File: src/hw/tsp_pkg.sv
// Package with constants for the three-wire serial port
// Functional notes
// - Serial clock is the oscillator input rate divided by sixteen, synchronous.
// - Serial clock runs continuously on its pin, never gated between words.
// - Receive enable bit is sampled on the rising serial clock edge.
// - Receive data bits are sampled on the falling serial clock edge.
// - Transmit enable bit is launched at the falling serial clock edge.
// - Transmit data bits are launched at the rising serial clock edge.
// - A word starts with enable high; sixteen bits follow while enable stays high.
// - Serial output pin is always driven, never high impedance.
// - Chip reset returns the port to its idle state.
package tsp_pkg;
   localparam int unsigned CLK_DIV      = 16;
   localparam int unsigned HALF_DIV     = CLK_DIV / 2;
   localparam int unsigned DIV_W        = 4;
   localparam int unsigned WORD_W       = 16;
   localparam int unsigned BIT_CNT_W    = 5;
   localparam logic [3:0]  DIV_RISE     = 4'h0;
   localparam logic [3:0]  DIV_FALL     = 4'h8;
   localparam logic [15:0] WORD_RESET   = 16'h0000;
endpackage

File: src/hw/tsp_serial_port.sv
// Three-wire serial port: clock divider, shift registers and enable framing
`timescale 1ns/10ps
module tsp_serial_port #(
   parameter int unsigned WORD_W = tsp_pkg::WORD_W
) (
   input  wire logic              clk,
   input  wire logic              arst_n,
   input  wire logic              clk_en,
   input  wire logic              oscillator_input,
   input  wire logic              serial_in,
   input  wire logic              tx_valid,
   output logic                   tx_ready,
   input  wire logic [WORD_W-1:0] tx_word,
   output logic                   serial_clk,
   output logic                   serial_out,
   output logic [WORD_W-1:0]      rx_word,
   output logic                   rx_done,
   output logic                   tx_done
);
   // Oscillator input arrives as a pin; it is treated as a sampled level and
   // its rising edges drive the divider, keeping everything on clk.
   logic       osc_s1_reg, osc_s2_reg, osc_s3_reg;
   logic       si_s1_reg, si_s2_reg, si_s3_reg, si_val_reg;
   logic       osc_tick;
   logic [3:0] div_reg;
   logic       sclk_rise, sclk_fall;

   always_ff @(posedge clk or negedge arst_n) begin
      if (!arst_n) begin
         osc_s1_reg <= 1'b0;
         osc_s2_reg <= 1'b0;
         osc_s3_reg <= 1'b0;
         si_s1_reg  <= 1'b0;
         si_s2_reg  <= 1'b0;
         si_s3_reg  <= 1'b0;
         si_val_reg <= 1'b0;
      end else if (clk_en) begin
         osc_s1_reg <= oscillator_input;
         osc_s2_reg <= osc_s1_reg;
         osc_s3_reg <= osc_s2_reg;
         si_s1_reg  <= serial_in;
         si_s2_reg  <= si_s1_reg;
         si_s3_reg  <= si_s2_reg;
         if (si_s2_reg == si_s3_reg) begin
            si_val_reg <= si_s3_reg;
         end
      end
   end

   assign osc_tick = osc_s2_reg & ~osc_s3_reg;

   // Free-running divide by sixteen of the oscillator; no stop condition exists
   always_ff @(posedge clk or negedge arst_n) begin
      if (!arst_n) begin
         div_reg <= 4'h0;
      end else if (clk_en && osc_tick) begin
         div_reg <= div_reg + 4'h1;
      end
   end

   // Divider decode shared by both serial clock edges; the edge is taken on
   // the tick that moves the divider onto the edge position
   function automatic logic div_hit(input logic [3:0] cnt, input logic [3:0] mark);
      return cnt == (mark - 4'h1);
   endfunction

   assign sclk_rise = clk_en & osc_tick & div_hit(div_reg, tsp_pkg::DIV_RISE);
   assign sclk_fall = clk_en & osc_tick & div_hit(div_reg, tsp_pkg::DIV_FALL);

   // Edges must alternate; the divider leaves reset nearer the falling edge
   logic last_rise_reg;
   always_ff @(posedge clk or negedge arst_n) begin
      if (!arst_n) begin
         last_rise_reg <= 1'b1;
      end else if (sclk_rise) begin
         last_rise_reg <= 1'b1;
      end else if (sclk_fall) begin
         last_rise_reg <= 1'b0;
      end
   end

   always_ff @(posedge clk or negedge arst_n) begin
      if (!arst_n) begin
         serial_clk <= 1'b0;
      end else if (sclk_rise) begin
         serial_clk <= 1'b1;
      end else if (sclk_fall) begin
         serial_clk <= 1'b0;
      end
   end

   // Receive side: enable on rising edge, data on following falling edge
   logic [WORD_W-1:0]  rx_sh_reg;
   logic [4:0]         rx_cnt_reg;
   logic               rx_en_reg;

   always_ff @(posedge clk or negedge arst_n) begin
      if (!arst_n) begin
         rx_en_reg  <= 1'b0;
         rx_cnt_reg <= 5'h00;
         rx_sh_reg  <= '0;
         rx_word    <= '0;
         rx_done    <= 1'b0;
      end else if (clk_en) begin
         rx_done <= 1'b0;
         if (sclk_rise) begin
            rx_en_reg <= si_val_reg;
            if (!si_val_reg) begin
               rx_cnt_reg <= 5'h00;
            end
         end else if (sclk_fall && rx_en_reg) begin
            rx_sh_reg <= {rx_sh_reg[WORD_W-2:0], si_val_reg};
            if (rx_cnt_reg == 5'(WORD_W - 1)) begin
               rx_cnt_reg <= 5'h00;
               rx_word    <= {rx_sh_reg[WORD_W-2:0], si_val_reg};
               rx_done    <= 1'b1;
            end else begin
               rx_cnt_reg <= rx_cnt_reg + 5'h01;
            end
         end
      end
   end

   // Transmit side: pin carries enable in low phase, data in high phase
   logic [WORD_W-1:0]  tx_sh_reg;
   logic [4:0]         tx_cnt_reg;
   logic               tx_busy_reg;
   // Set only when an enable was launched for the current word
   logic               tx_armed_reg;

   assign tx_ready = ~tx_busy_reg;

   always_ff @(posedge clk or negedge arst_n) begin
      if (!arst_n) begin
         tx_busy_reg <= 1'b0;
         tx_cnt_reg  <= 5'h00;
         tx_sh_reg   <= tsp_pkg::WORD_RESET;
         serial_out  <= 1'b0;
         tx_done     <= 1'b0;
      end else if (clk_en) begin
         tx_done <= 1'b0;
         if (!tx_busy_reg && tx_valid) begin
            tx_busy_reg <= 1'b1;
            tx_sh_reg   <= tx_word;
            tx_cnt_reg  <= 5'h00;
         end
         if (sclk_fall) begin
            serial_out <= tx_busy_reg;
         end else if (sclk_rise) begin
            // A word taken after the falling edge waits one serial period,
            // otherwise the far side would see data with no enable ahead
            if (tx_busy_reg && tx_armed_reg) begin
               serial_out <= tx_sh_reg[WORD_W-1];
               tx_sh_reg  <= {tx_sh_reg[WORD_W-2:0], 1'b0};
               if (tx_cnt_reg == 5'(WORD_W - 1)) begin
                  tx_busy_reg <= 1'b0;
                  tx_done     <= 1'b1;
               end else begin
                  tx_cnt_reg <= tx_cnt_reg + 5'h01;
               end
            end else begin
               serial_out <= 1'b0;
            end
         end
      end
   end

   // A word accepted mid-phase must see enable launched before data
   always_ff @(posedge clk or negedge arst_n) begin
      if (!arst_n) begin
         tx_armed_reg <= 1'b0;
      end else if (clk_en) begin
         if (sclk_fall) begin
            tx_armed_reg <= tx_busy_reg;
         end
      end
   end

   a_rise_fall_excl: assert property (@(posedge clk) disable iff (!arst_n)
      !(sclk_rise && sclk_fall)) else $error("serial clock edges collide");
   a_sclk_toggles: assert property (@(posedge clk) disable iff (!arst_n)
      sclk_rise |=> serial_clk) else $error("serial clock did not rise");
   a_sclk_falls: assert property (@(posedge clk) disable iff (!arst_n)
      sclk_fall |=> !serial_clk) else $error("serial clock did not fall");
   a_rx_en_cap: assert property (@(posedge clk) disable iff (!arst_n)
      sclk_rise |=> rx_en_reg == $past(si_val_reg)) else $error("receive enable not captured");
   a_rx_shift: assert property (@(posedge clk) disable iff (!arst_n)
      (sclk_fall && rx_en_reg) |=> rx_sh_reg[0] == $past(si_val_reg)) else $error("receive bit lost");
   a_tx_en_out: assert property (@(posedge clk) disable iff (!arst_n)
      sclk_fall |=> serial_out == $past(tx_busy_reg)) else $error("transmit enable wrong");
   a_tx_msb: assert property (@(posedge clk) disable iff (!arst_n)
      (sclk_rise && tx_busy_reg && tx_armed_reg) |=> serial_out == $past(tx_sh_reg[WORD_W-1]))
      else $error("transmit bit wrong");
   a_done_count: assert property (@(posedge clk) disable iff (!arst_n)
      rx_done |-> $past(rx_cnt_reg) == 5'(WORD_W - 1)) else $error("receive done early");
   a_out_known: assert property (@(posedge clk) disable iff (!arst_n)
      (sclk_rise && !tx_busy_reg) |=> !serial_out) else $error("idle data not low");
   a_tx_armed: assert property (@(posedge clk) disable iff (!arst_n)
      (tx_busy_reg && sclk_fall) |=> tx_armed_reg) else $error("enable not framed");
   a_data_framed: assert property (@(posedge clk) disable iff (!arst_n)
      (sclk_rise && tx_busy_reg && !tx_armed_reg) |=> !serial_out) else $error("data sent without enable");
   a_rise_alternate: assert property (@(posedge clk) disable iff (!arst_n)
      sclk_rise |-> !last_rise_reg) else $error("two rising edges in a row");
   a_fall_alternate: assert property (@(posedge clk) disable iff (!arst_n)
      sclk_fall |-> last_rise_reg) else $error("two falling edges in a row");
   a_sclk_steady: assert property (@(posedge clk) disable iff (!arst_n)
      !(sclk_rise || sclk_fall) |=> $stable(serial_clk)) else $error("serial clock moved off an edge");
   a_div_hold: assert property (@(posedge clk) disable iff (!arst_n)
      !(clk_en && osc_tick) |=> $stable(div_reg)) else $error("divider moved without a tick");
   a_tx_done_count: assert property (@(posedge clk) disable iff (!arst_n)
      tx_done |-> $past(tx_cnt_reg) == 5'(WORD_W - 1)) else $error("transmit done early");
   a_tx_done_pulse: assert property (@(posedge clk) disable iff (!arst_n)
      tx_done |=> !tx_done) else $error("transmit done too long");
   a_rx_done_pulse: assert property (@(posedge clk) disable iff (!arst_n)
      rx_done |=> !rx_done) else $error("receive done too long");
   a_rx_word_hold: assert property (@(posedge clk) disable iff (!arst_n)
      (rx_word != $past(rx_word)) |-> rx_done) else $error("receive word changed between words");
   a_tx_cnt_range: assert property (@(posedge clk) disable iff (!arst_n)
      tx_cnt_reg < 5'(WORD_W)) else $error("transmit count out of range");
   a_rx_cnt_range: assert property (@(posedge clk) disable iff (!arst_n)
      rx_cnt_reg < 5'(WORD_W)) else $error("receive count out of range");
endmodule

File: config.mk
export PLATFORM = sky130hd
export DESIGN_NAME = tsp_serial_port
export DESIGN_NICKNAME = d
export VERILOG_FILES = /design/src/hw/tsp_pkg.sv /design/src/hw/tsp_serial_port.sv
export SDC_FILE = /design/constraint.sdc
export NUM_CORES = 1
export LEC_CHECK = 0
export BUFFER_PORTS_ARGS = -buffer_cell sky130_fd_sc_hd__buf_4
export CAP_MARGIN = 25
export CORE_MARGIN = 3
export CORE_UTILIZATION = 55
export CTS_BUF_LIST = sky130_fd_sc_hd__clkbuf_16
export DETAILED_ROUTE_END_ITERATION = 6
export PLACE_DENSITY = 0.82
export SLEW_MARGIN = 20
export SYNTH_ARGS = -nofsm -noshare
export SYNTH_HDL_FRONTEND = slang
export SYNTH_SLANG_ARGS = --single-unit
File: constraint.sdc
create_clock -name clk -period 2.55 [get_ports clk]
set_clock_uncertainty 0.15 [all_clocks]
set_input_delay 0.255 -clock clk [delete_from_list [all_inputs] [get_ports clk]]
set_output_delay 0.255 -clock clk [all_outputs]
set_load 0.02 [all_outputs]
==> metrics.yaml, run 1 <==
routing:
  vias_per_cell: 5.54
  ant_nets: 0
  wl_um: 5570
  wl_per_cell_um: 15.6
  drc_errors: 0
  drtPass1Iterations: 4
  first_iter_violations: 70
  num_vias: 1985
sta:
  hold_violations: 0
  finalCriticalPeriod_ns: 2.05
  worst_slew_pin_slew_ns: 0.903
  finalCritPeriodShare: 0.804
  slew_viol_final: 0
  grt_setup_unrepaired: "no"
  clock.fmax_ghz: 0.488
  slew_headroom: 0.398
  setup_ws_ns: 0.501
  fin_tns_setup_ns: 0
  setup_viol_count_final: 0
power:
  clockPowerShare: 0.431
  p_int_mw: 2.13
  power.switching_mw: 0.641
  swShare: 0.232
  share_comb_of_total_power: 0.082
  ir_drop_uv: 429
  power_mw: 2.77
  p_leak_nw: 2.06
  p_seq_frac: 0.487
  p_per_area_mw_per_mm2: 721
logic_synthesis:
  syn_nets: 260
  synth_top_cell_by_area: "dfrtp_1"
  synth_edf_count: 0
  yosys-top-cells-area: "dfrtp_1 59%, mux2_2 11%, a22o_1 4.4%"
  async_flop_share: 1.00
  ys_seq_elements: 75
  synth_common_cells: "75 x dfrtp_1, 31 x mux2_2, 16 x a21o_1, 16 x a22o_1, 15 x nand2_1"
  avgSynthCellArea_um2: 13.7
  yosys.area.top_type_share: 0.585
  ys_dominant_reg_cell: "dfrtp_1"
  ys_seq_area_frac: 0.585
  synth_warnings: 0
  synth_cell_types: 40
  synthCells: 235
  syn_area_mm2: 0.00321
  synthMostInstantiatedCell: "dfrtp_1"
setup_path:
  critical_path.max_fanout: 21
  critPathRequiredTime_ns: 2.67
  crit_type: "reg2reg"
  cp-endpoint: "tx_sh_reg[3]"
  reg2reg_to: "tx_sh_reg[3]"
  critPathCaptureType: "flop"
  cp-startpoint: "div_reg[0]"
  worstPathArrival_ns: 2.17
  r2r_start: "div_reg[0]"
  r2r_slack_ns: 0.50
  worstSetupStartpointType: "flop"
  rr_worst_depth: 5
global_routing:
  grt_max_degree: 76
  grt_pass1_vias: 2049
  grt_usage: 0.183
  antenna_found_initial: 0
  grt_overflow: 0
  grt_pass1_wl_um: 9220
status:
  status: "finished clean"
final_layout:
  nets: 306
  fin_util: 0.689
  layout-drive-gt1-share: 0.364
  syn_to_final_growth_pct: 19.7
  diodes: 0
min_path:
  hold_class: "in2reg"
die:
  dieWidth_um: 82.4
  die_area_mm2: 0.00679
  num_io_pins: 43
  rows: 27
  core-area_mm2: 0.00557
  die_height_um: 82.4
  initial_utilization: 0.576
place:
  io_buffers: 42
  hpwlAfterDp_um: 3680
  place_congestion: 0.721
  pre_cts_slack_ns: 0.506
clock_tree:
  post-cts-setup-buffers: 0
  clk-insertion-delay-late_ns: 0.33
  cts_buffers: 9
  cts_tree: "done"
  clock-sinks: 75
  htree_num_levels: 3
  root_buffer: "clkbuf_16"
  cts.path.max_buffers: 2
  clkTransAtPathRegs_ns: 0.05
run:
  drv_cap: 0
## per-stage QoR
step           cells  cell area [um^2]  hold slack, ns
5_1_grt          358              3840         0.00558
4_1_cts          358              3840         0.00155
3_5_place_dp     341              3540           0.298
3_3_place_gp     341              3540           0.296
2_1_floorplan    235              3210          -0.191
6_report         358              3840         0.00728
## cells in the final DEF (no fill, tap or decap), types with 6 or more instances in the layout
cell       instances
o21ai_0            9
inv_1              6
a22o_1            16
dfrtp_1           75
buf_4             44
nand2_1           15
mux2_4             9
a21o_1            16
a21oi_1            7
mux2_2            31
clkbuf_16          9
## power by group through the flow
stage	Clock, mW	Combinational [mW]	Sequential (mW)
floorplan	0	0.138	1.36
CTS	1.22	0.231	1.35
detailed placement	0	0.228	1.37
finish	1.19	0.226	1.35
global route	1.27	0.257	1.36
global placement	0	0.220	1.36
## logic make-up after synthesis
logic type,count (synthesis),share of synthesized area
adder cells (fa/ha/maj),3,0.0117
buffers and inverters,15,0.0320
multiplexers,42,0.157
AND/OR/NAND/NOR,42,0.0811
XOR/XNOR,3,0.00819
flip-flops,75,0.585
AO/OA/AOI/OAI,55,0.125
## cell type report
| class | count | area [um^2] |
|---|---|---|
| Clock buffer | 9 | 225 |
| Timing Repair Buffer | 45 | 340 |
| Clock inverter | 7 | 60.1 |
| Multi-Input combinational cell | 145 | 1230 |
| Sequential cell | 75 | 1880 |
| Tap cell | 72 | 90.1 |
| Inverter | 5 | 18.8 |
| Fill cell | 415 | 1730 |
## layer usage
metal,wire length (um),GRT usage
met5,0,0
met1,2430,0.226
met4,138,0.113
met2,2770,0.296
met3,230,0.0358
## worst min-delay path by stage
stage | from | to | slack [ns] | cells past startpoint
floorplan | arst_n | div_reg[0] | -0.19 | 0
CTS | serial_in | si_s1_reg | 0.002 | 2
finish | serial_in | si_s1_reg | 0.007 | 2
detailed placement | arst_n | rx_word[10] | 0.30 | 1
global placement | arst_n | rx_word[9] | 0.30 | 1
global route | serial_in | si_s1_reg | 0.006 | 2
## critical path, stage by stage (launching register included)
cell and delay, ns:
dfrtp_1 0.40, ha_1 0.23, and3_1 0.21, and4_4 0.30, nor2_2 0.49, a21o_1 0.21
## what timing repair did
action                                 in CTS  in global routing
endpoints found under the hold margin      75                  0
hold buffers                                1                  0
resized for setup                           0                  0
(Power assumes the default switching activity.)
==> run 2, diff against run 1 <==
==> constraint.sdc (replaced) <==
create_clock -name clk -period 2.2 [get_ports clk]
set_clock_uncertainty 0.15 [all_clocks]
set_input_delay 0.22 -clock clk [delete_from_list [all_inputs] [get_ports clk]]
set_output_delay 0.22 -clock clk [all_outputs]
set_load 0.02 [all_outputs]
==> run 2 against run 1 <==
Net effect: clock power is 29% higher; flip-flop and latch count did not move; global-route usage increased by 0.75 points; cell count grew 2.2%; critical endpoint is now rx_word[9].
==> metrics.yaml, run 2 (synthesis gave the netlist of run 1 again) <==
sta:
  finalCritPeriodShare: 0.918  # +0.114
  setup_viol_count_final: 0  # unchanged
  slew_viol_final: 0  # unchanged
  finalCriticalPeriod_ns: 2.02  # -0.0304 ns
  worst_slew_pin_slew_ns: 0.487  # -0.416 ns
  hold_violations: 0  # unchanged
  slew_headroom: 0.675  # +0.277
  clock.fmax_ghz: 0.495  # +1.5%
  fin_tns_setup_ns: 0  # unchanged
  grt_setup_unrepaired: "no"
global_routing:
  grt_usage: 0.190  # +0.00745
  grt_overflow: 0  # unchanged
  grt_pass1_wl_um: 9640  # +4.6%
  antenna_found_initial: 0  # unchanged
  grt_max_degree: 41  # -46%
  grt_pass1_vias: 2044  # -0.24%
clock_tree:
  htree_num_levels: 3  # unchanged
  cts.path.max_buffers: 2  # unchanged
  post-cts-setup-buffers: 0  # unchanged
  cts_tree: "done"
  cts_resized: 0  # unchanged
  ctsHoldBuffers: 4  # +3
  clock-sinks: 75  # unchanged
  clkTransAtPathRegs_ns: 0.06  # about the same
  root_buffer: "clkbuf_16"
  clk-insertion-delay-late_ns: 0.33  # about the same
  cts_buffers: 9  # unchanged
setup_path:
  crit_type: "reg2reg"
  critPathRequiredTime_ns: 2.26  # -0.41 ns
  cp_num_cells: 4  # -1
  critical_path.cell_chain: "ha_1 > and3b_1 > nand4_4 > mux2_4"
  worstPathArrival_ns: 2.08  # -0.09 ns
  worstSetupStartpointType: "flop"
  reg2reg_to: "rx_word[9]"
  critPathCaptureType: "flop"
  r2r_slack_ns: 0.18  # -0.32 ns
  r2r_start: "div_reg[0]"
  max_stage_delay_ns: 0.42  # -0.07 ns
  slowest_stage: "mux2_4"
  rr_worst_depth: 4  # -1
  cp.buffers_inverters: 0  # unchanged
  critPathTopFamily: "simple AND/OR/NAND/NOR gates"
  critical_path.max_fanout: 17  # -19%
die:
  core-area_mm2: 0.00557  # unchanged
  dieWidth_um: 82.4  # unchanged
  initial_utilization: 0.576  # unchanged
  die_height_um: 82.4  # unchanged
  die_area_mm2: 0.00679  # unchanged
  rows: 27  # unchanged
  num_io_pins: 43  # unchanged
min_path:
  hold_end: "tx_sh_reg[7]"
  hold_class: "in2reg"
  hold_path_depth: 3  # +1
  hp-start: "tx_word[7]"
final_layout:
  nFillCells: 377  # -9.2%
  nets: 314  # +2.6%
  final_cell_mix: "75 x dfrtp_1, 48 x buf_4, 31 x mux2_2"
  fin_util: 0.709  # +0.0202
  diodes: 0  # unchanged
  layout-drive-gt1-share: 0.374  # +0.0105
  syn_to_final_growth_pct: 23.2
  finalNonFillerCells: 366  # +2.2%
  mostFrequentLayoutCell: "dfrtp_1"
run:
  drv_cap: 0  # unchanged
status:
  status: "finished clean"
routing:
  first_iter_violations: 85  # +21%
  route.met3.wl_um: 224  # -2.6%
  num_vias: 2076  # +4.6%
  wl_per_cell_um: 16.0  # +3.0%
  drtPass1Iterations: 4  # unchanged
  vias_per_cell: 5.67  # +2.3%
  m1WireLength_um: 2650  # +9.0%
  ant_nets: 0  # unchanged
  dr.max_layer_used: "met4"
  wl_um: 5860  # +5.3%
  drc_errors: 0  # unchanged
  dr_wl_met2_um: 2850  # +3.0%
power:
  p_per_area_mw_per_mm2: 853  # +18%
  power_mw: 3.37  # +22%
  p_leak_nw: 2.11  # +2.2%
  ir_drop_uv: 595  # +39%
place:
  io_buffers: 42  # unchanged
  hpwlAfterDp_um: 3890  # +5.9%
  placed_cells: 346  # +1.5%
  place_congestion: 0.800  # +11%
-- run 2: cell types whose count changed in the layout (fill, tap and decap cells not counted), sizes merged --
| cell | previous run | this run |
|---|---|---|
| bufinv | 1 | 2 |
| inv | 6 | 5 |
| buf | 44 | 49 |
| dlygate4sd3 | 1 | 4 |
| clkinvlp | 1 | 2 |
| clkinv | 4 | 3 |
-- run 2: layout make-up --
| cell class | count | area [um^2] | area share |
|---|---|---|---|
| clock buffers | 9 | 225 | 0.0570 |
| clock inverters | 7 | 92.6 | 0.0234 |
| inverters | 5 | 18.8 | 0.00475 |
| multi-input cells | 145 | 1230 | 0.311 |
| flip-flops and latches | 75 | 1880 | 0.475 |
| well taps | 72 | 90.1 | 0.0228 |
| repair buffers | 53 | 420 | 0.106 |
-- run 2: worst reg2reg max path: cells and delay by family (launching register included) --
kind                     cells  cell delay, ns
flip-flops                   1            0.38
AND/OR/NAND/NOR              2            0.74
multiplexers                 1            0.43
adder cells (fa/ha/maj)      1            0.21
-- run 2: stage by stage --
stage               worst slack (ns)  hold WS [ns]  cell area (um^2)
floorplan                      0.383        -0.226              3210
global placement               0.278        0.0538              3590
detailed placement             0.221        0.0583              3590
CTS                            0.193        0.0298              3950
global route                  0.0783        0.0503              3950
finish                         0.181        0.0340              3950
-- run 2: metal layers --
| metal | up-vias | GRT usage |
|---|---|---|
| met5 | - | 0 |
| met3 | 11 | 0.0336 |
| met1 | 1042 | 0.249 |
| met2 | 47 | 0.304 |
| met4 | 0 | 0.0963 |
| li1 | 976 | - |
-- run 2: how the worst max path moves through the flow --
stage,start,end,slack (ns)
2_1_floorplan,div_reg[0],rx_sh_reg[10],0.38
3_3_place_gp,div_reg[0],rx_word[9],0.28
3_5_place_dp,div_reg[0],rx_word[9],0.22
4_1_cts,div_reg[0],rx_word[9],0.19
5_1_grt,div_reg[0],rx_word[8],0.08
6_report,div_reg[0],rx_word[9],0.18
-- run 2: power breakdown --
group | switching, mW | internal (mW) | leakage [nW] | total (mW)
clock | 0.543 | 0.987 | 0.149 | 1.53
sequential | 0.0929 | 1.47 | 1.01 | 1.57
combinational | 0.137 | 0.139 | 0.951 | 0.276
total | 0.773 | 2.60 | 2.11 | 3.37
==> run 3, diff against run 2 <==
--- a/config.mk
+++ b/config.mk
@@ -9,7 +9,7 @@
 export CAP_MARGIN = 25
 export CORE_MARGIN = 3
 export CORE_UTILIZATION = 55
-export CTS_BUF_LIST = sky130_fd_sc_hd__clkbuf_16
+export CTS_BUF_LIST = sky130_fd_sc_hd__clkbuf_8
 export DETAILED_ROUTE_END_ITERATION = 6
 export PLACE_DENSITY = 0.82
 export SLEW_MARGIN = 20
==> run 3 against run 2 <==
Net effect: via count fell by 1.0%; register-to-register slack improved by 0.03 ns; routed wire length fell by 4.5%; hold slack got worse by 0.020 ns; total power fell by 11%; cell count did not move; cell area fell by 2.3%; highest routed layer unchanged; sequential share of layout area rose by 1.1 points.
==> metrics.yaml, run 3 (synthesis gave the netlist of run 1 again) <==
status:
  status: "finished clean"
routing:
  first_iter_violations: 76  # -11%
  num_vias: 2055  # -1.0%
  ant_nets: 0  # unchanged
  wl_um: 5600  # -4.5%
  drtPass1Iterations: 4  # unchanged
  drc_errors: 0  # unchanged
  wl_per_cell_um: 15.3  # -4.5%
  vias_per_cell: 5.61  # -1.0%
clock_tree:
  clock-sinks: 75  # unchanged
  clkTransAtPathRegs_ns: 0.08  # +0.02 ns
  root_buffer: "clkbuf_8"
  cts.path.max_buffers: 2  # unchanged
  cts_buffers: 9  # unchanged
  clk-insertion-delay-late_ns: 0.34  # about the same
  post-cts-setup-buffers: 0  # unchanged
  htree_num_levels: 3  # unchanged
  cts_tree: "done"
final_layout:
  layout-drive-gt1-share: 0.378  # +0.00340
  diodes: 0  # unchanged
  fin_area_mm2: 0.00386  # -2.3%
  final_cell_mix: "75 x dfrtp_1, 48 x buf_4, 31 x mux2_2"
  mostFrequentLayoutCell: "dfrtp_1"
  finalNonFillerCells: 366  # unchanged
  nets: 314  # unchanged
  multi_input_area_mm2: 0.00123  # unchanged
  syn_to_final_growth_pct: 20.4
  nFillCells: 400  # +6.1%
  regArea_mm2: 0.00188  # unchanged
setup_path:
  r2r_slack_ns: 0.21  # +0.03 ns
  rr_worst_depth: 4  # unchanged
  critPathCaptureType: "flop"
  reg2reg_to: "rx_word[9]"
  cp-startpoint: "div_reg[0]"
  worstSetupStartpointType: "flop"
  crit_type: "reg2reg"
  worstPathArrival_ns: 2.07  # about the same
  critPathRequiredTime_ns: 2.28  # +0.02 ns
  r2r_start: "div_reg[0]"
  cp-endpoint: "rx_word[9]"
  critical_path.max_fanout: 17  # unchanged
place:
  place_congestion: 0.800  # unchanged
  io_buffers: 42  # unchanged
  hpwlAfterDp_um: 3890  # unchanged
  placed_cells: 346  # unchanged
  dpl_cell_area_mm2: 0.00359  # unchanged
die:
  die_area_mm2: 0.00679  # unchanged
  rows: 27  # unchanged
  core-area_mm2: 0.00557  # unchanged
  die_height_um: 82.4  # unchanged
  dieWidth_um: 82.4  # unchanged
  initial_utilization: 0.576  # unchanged
  num_io_pins: 43  # unchanged
sta:
  worst_slew_pin_slew_ns: 0.472  # -0.0152 ns
  clock.fmax_ghz: 0.503  # +1.5%
  setup_viol_count_final: 0  # unchanged
  hold_violations: 0  # unchanged
  fin_tns_setup_ns: 0  # unchanged
  finalCritPeriodShare: 0.904  # -0.0138
  finalCriticalPeriod_ns: 1.99  # -0.0304 ns
  grt_setup_unrepaired: "no"
  slew_viol_final: 0  # unchanged
  slew_headroom: 0.685  # +0.0101
power:
  power.switching_mw: 0.719  # -7.0%
  p_leak_nw: 2.07  # -1.9%
  swShare: 0.240  # +0.0107
  p_per_area_mw_per_mm2: 776  # -9.0%
  share_comb_of_total_power: 0.091  # +0.009
  ir_drop_uv: 619  # +4.1%
  p_int_mw: 2.28  # -12%
  p_seq_frac: 0.521  # +0.056
  clockPowerShare: 0.388  # -0.066
min_path:
  hold_class: "in2reg"
global_routing:
  grt_max_degree: 41  # unchanged
  grt_overflow: 0  # unchanged
  grt_pass1_wl_um: 9280  # -3.7%
  antenna_found_initial: 0  # unchanged
  grt_pass1_vias: 2048  # +0.20%
  grt_usage: 0.184  # -0.00673
run:
  drv_cap: 0  # unchanged
## run 3: cell count changes in the layout (fill, tap and decap cells not counted)
cell	previous run	this run
clkbuf_16	9	0
clkinv_1	1	0
clkbuf_8	0	10
## run 3: how the worst min path moves through the flow
stage	startpoint	to	slack, ns	cells after the start
2_1_floorplan	arst_n	div_reg[0]	-0.23	0
3_3_place_gp	arst_n	rx_word[10]	0.05	1
3_5_place_dp	arst_n	rx_word[10]	0.06	1
4_1_cts	tx_word[7]	tx_sh_reg[7]	0.001	3
5_1_grt	tx_word[8]	tx_sh_reg[8]	0.01	3
6_report	tx_word[7]	tx_sh_reg[7]	0.01	3
## run 3: power by group through the flow
stage / clock network [mW] / registers [mW] / logic (mW)
finish: 1.16 / 1.56 / 0.273
global route: 1.25 / 1.58 / 0.307
CTS: 1.19 / 1.56 / 0.279
detailed placement: 0 / 1.59 / 0.270
global placement: 0 / 1.58 / 0.260
floorplan: 0 / 1.58 / 0.160
## run 3: through the flow
| step | hold WS [ns] | utilization | worst slack (ns) | total power, mW |
|---|---|---|---|---|
| after floorplan | -0.226 | - | 0.383 | 1.74 |
| final | 0.0144 | 0.693 | 0.212 | 3.00 |
| after global placement | 0.0538 | 0.645 | 0.278 | 1.84 |
| after detailed placement | 0.0583 | 0.645 | 0.221 | 1.86 |
| after CTS | 0.00117 | 0.693 | 0.201 | 3.03 |
| after global routing | 0.00982 | 0.693 | 0.0878 | 3.13 |
## run 3: timing repair
action	CTS	global route
hold buffers	4	0
hold endpoints to repair	38	0
resized for setup	0	0
## run 3: layout make-up
| class | count | share of cell area |
|---|---|---|
| inverters | 5 | 0.00486 |
| clock inverters | 6 | 0.0230 |
| well taps | 72 | 0.0233 |
| clock buffers | 10 | 0.0356 |
| repair buffers | 53 | 0.109 |
| multi-input cells | 145 | 0.318 |
| flip-flops and latches | 75 | 0.486 |
## run 3: layer usage
metal	routed length [um]	global-route usage	up-vias
met5	0	0	-
met1	2520	0.228	1034
met3	232	0.0477	11
met4	119	0.0897	0
met2	2730	0.298	43
li1	-	-	967
## run 3: worst max-delay path: stages (launching register included)
cell and delay, ns:
dfrtp_1 0.39, ha_1 0.20, and3b_1 0.33, nand4_4 0.38
mux2_4 0.42
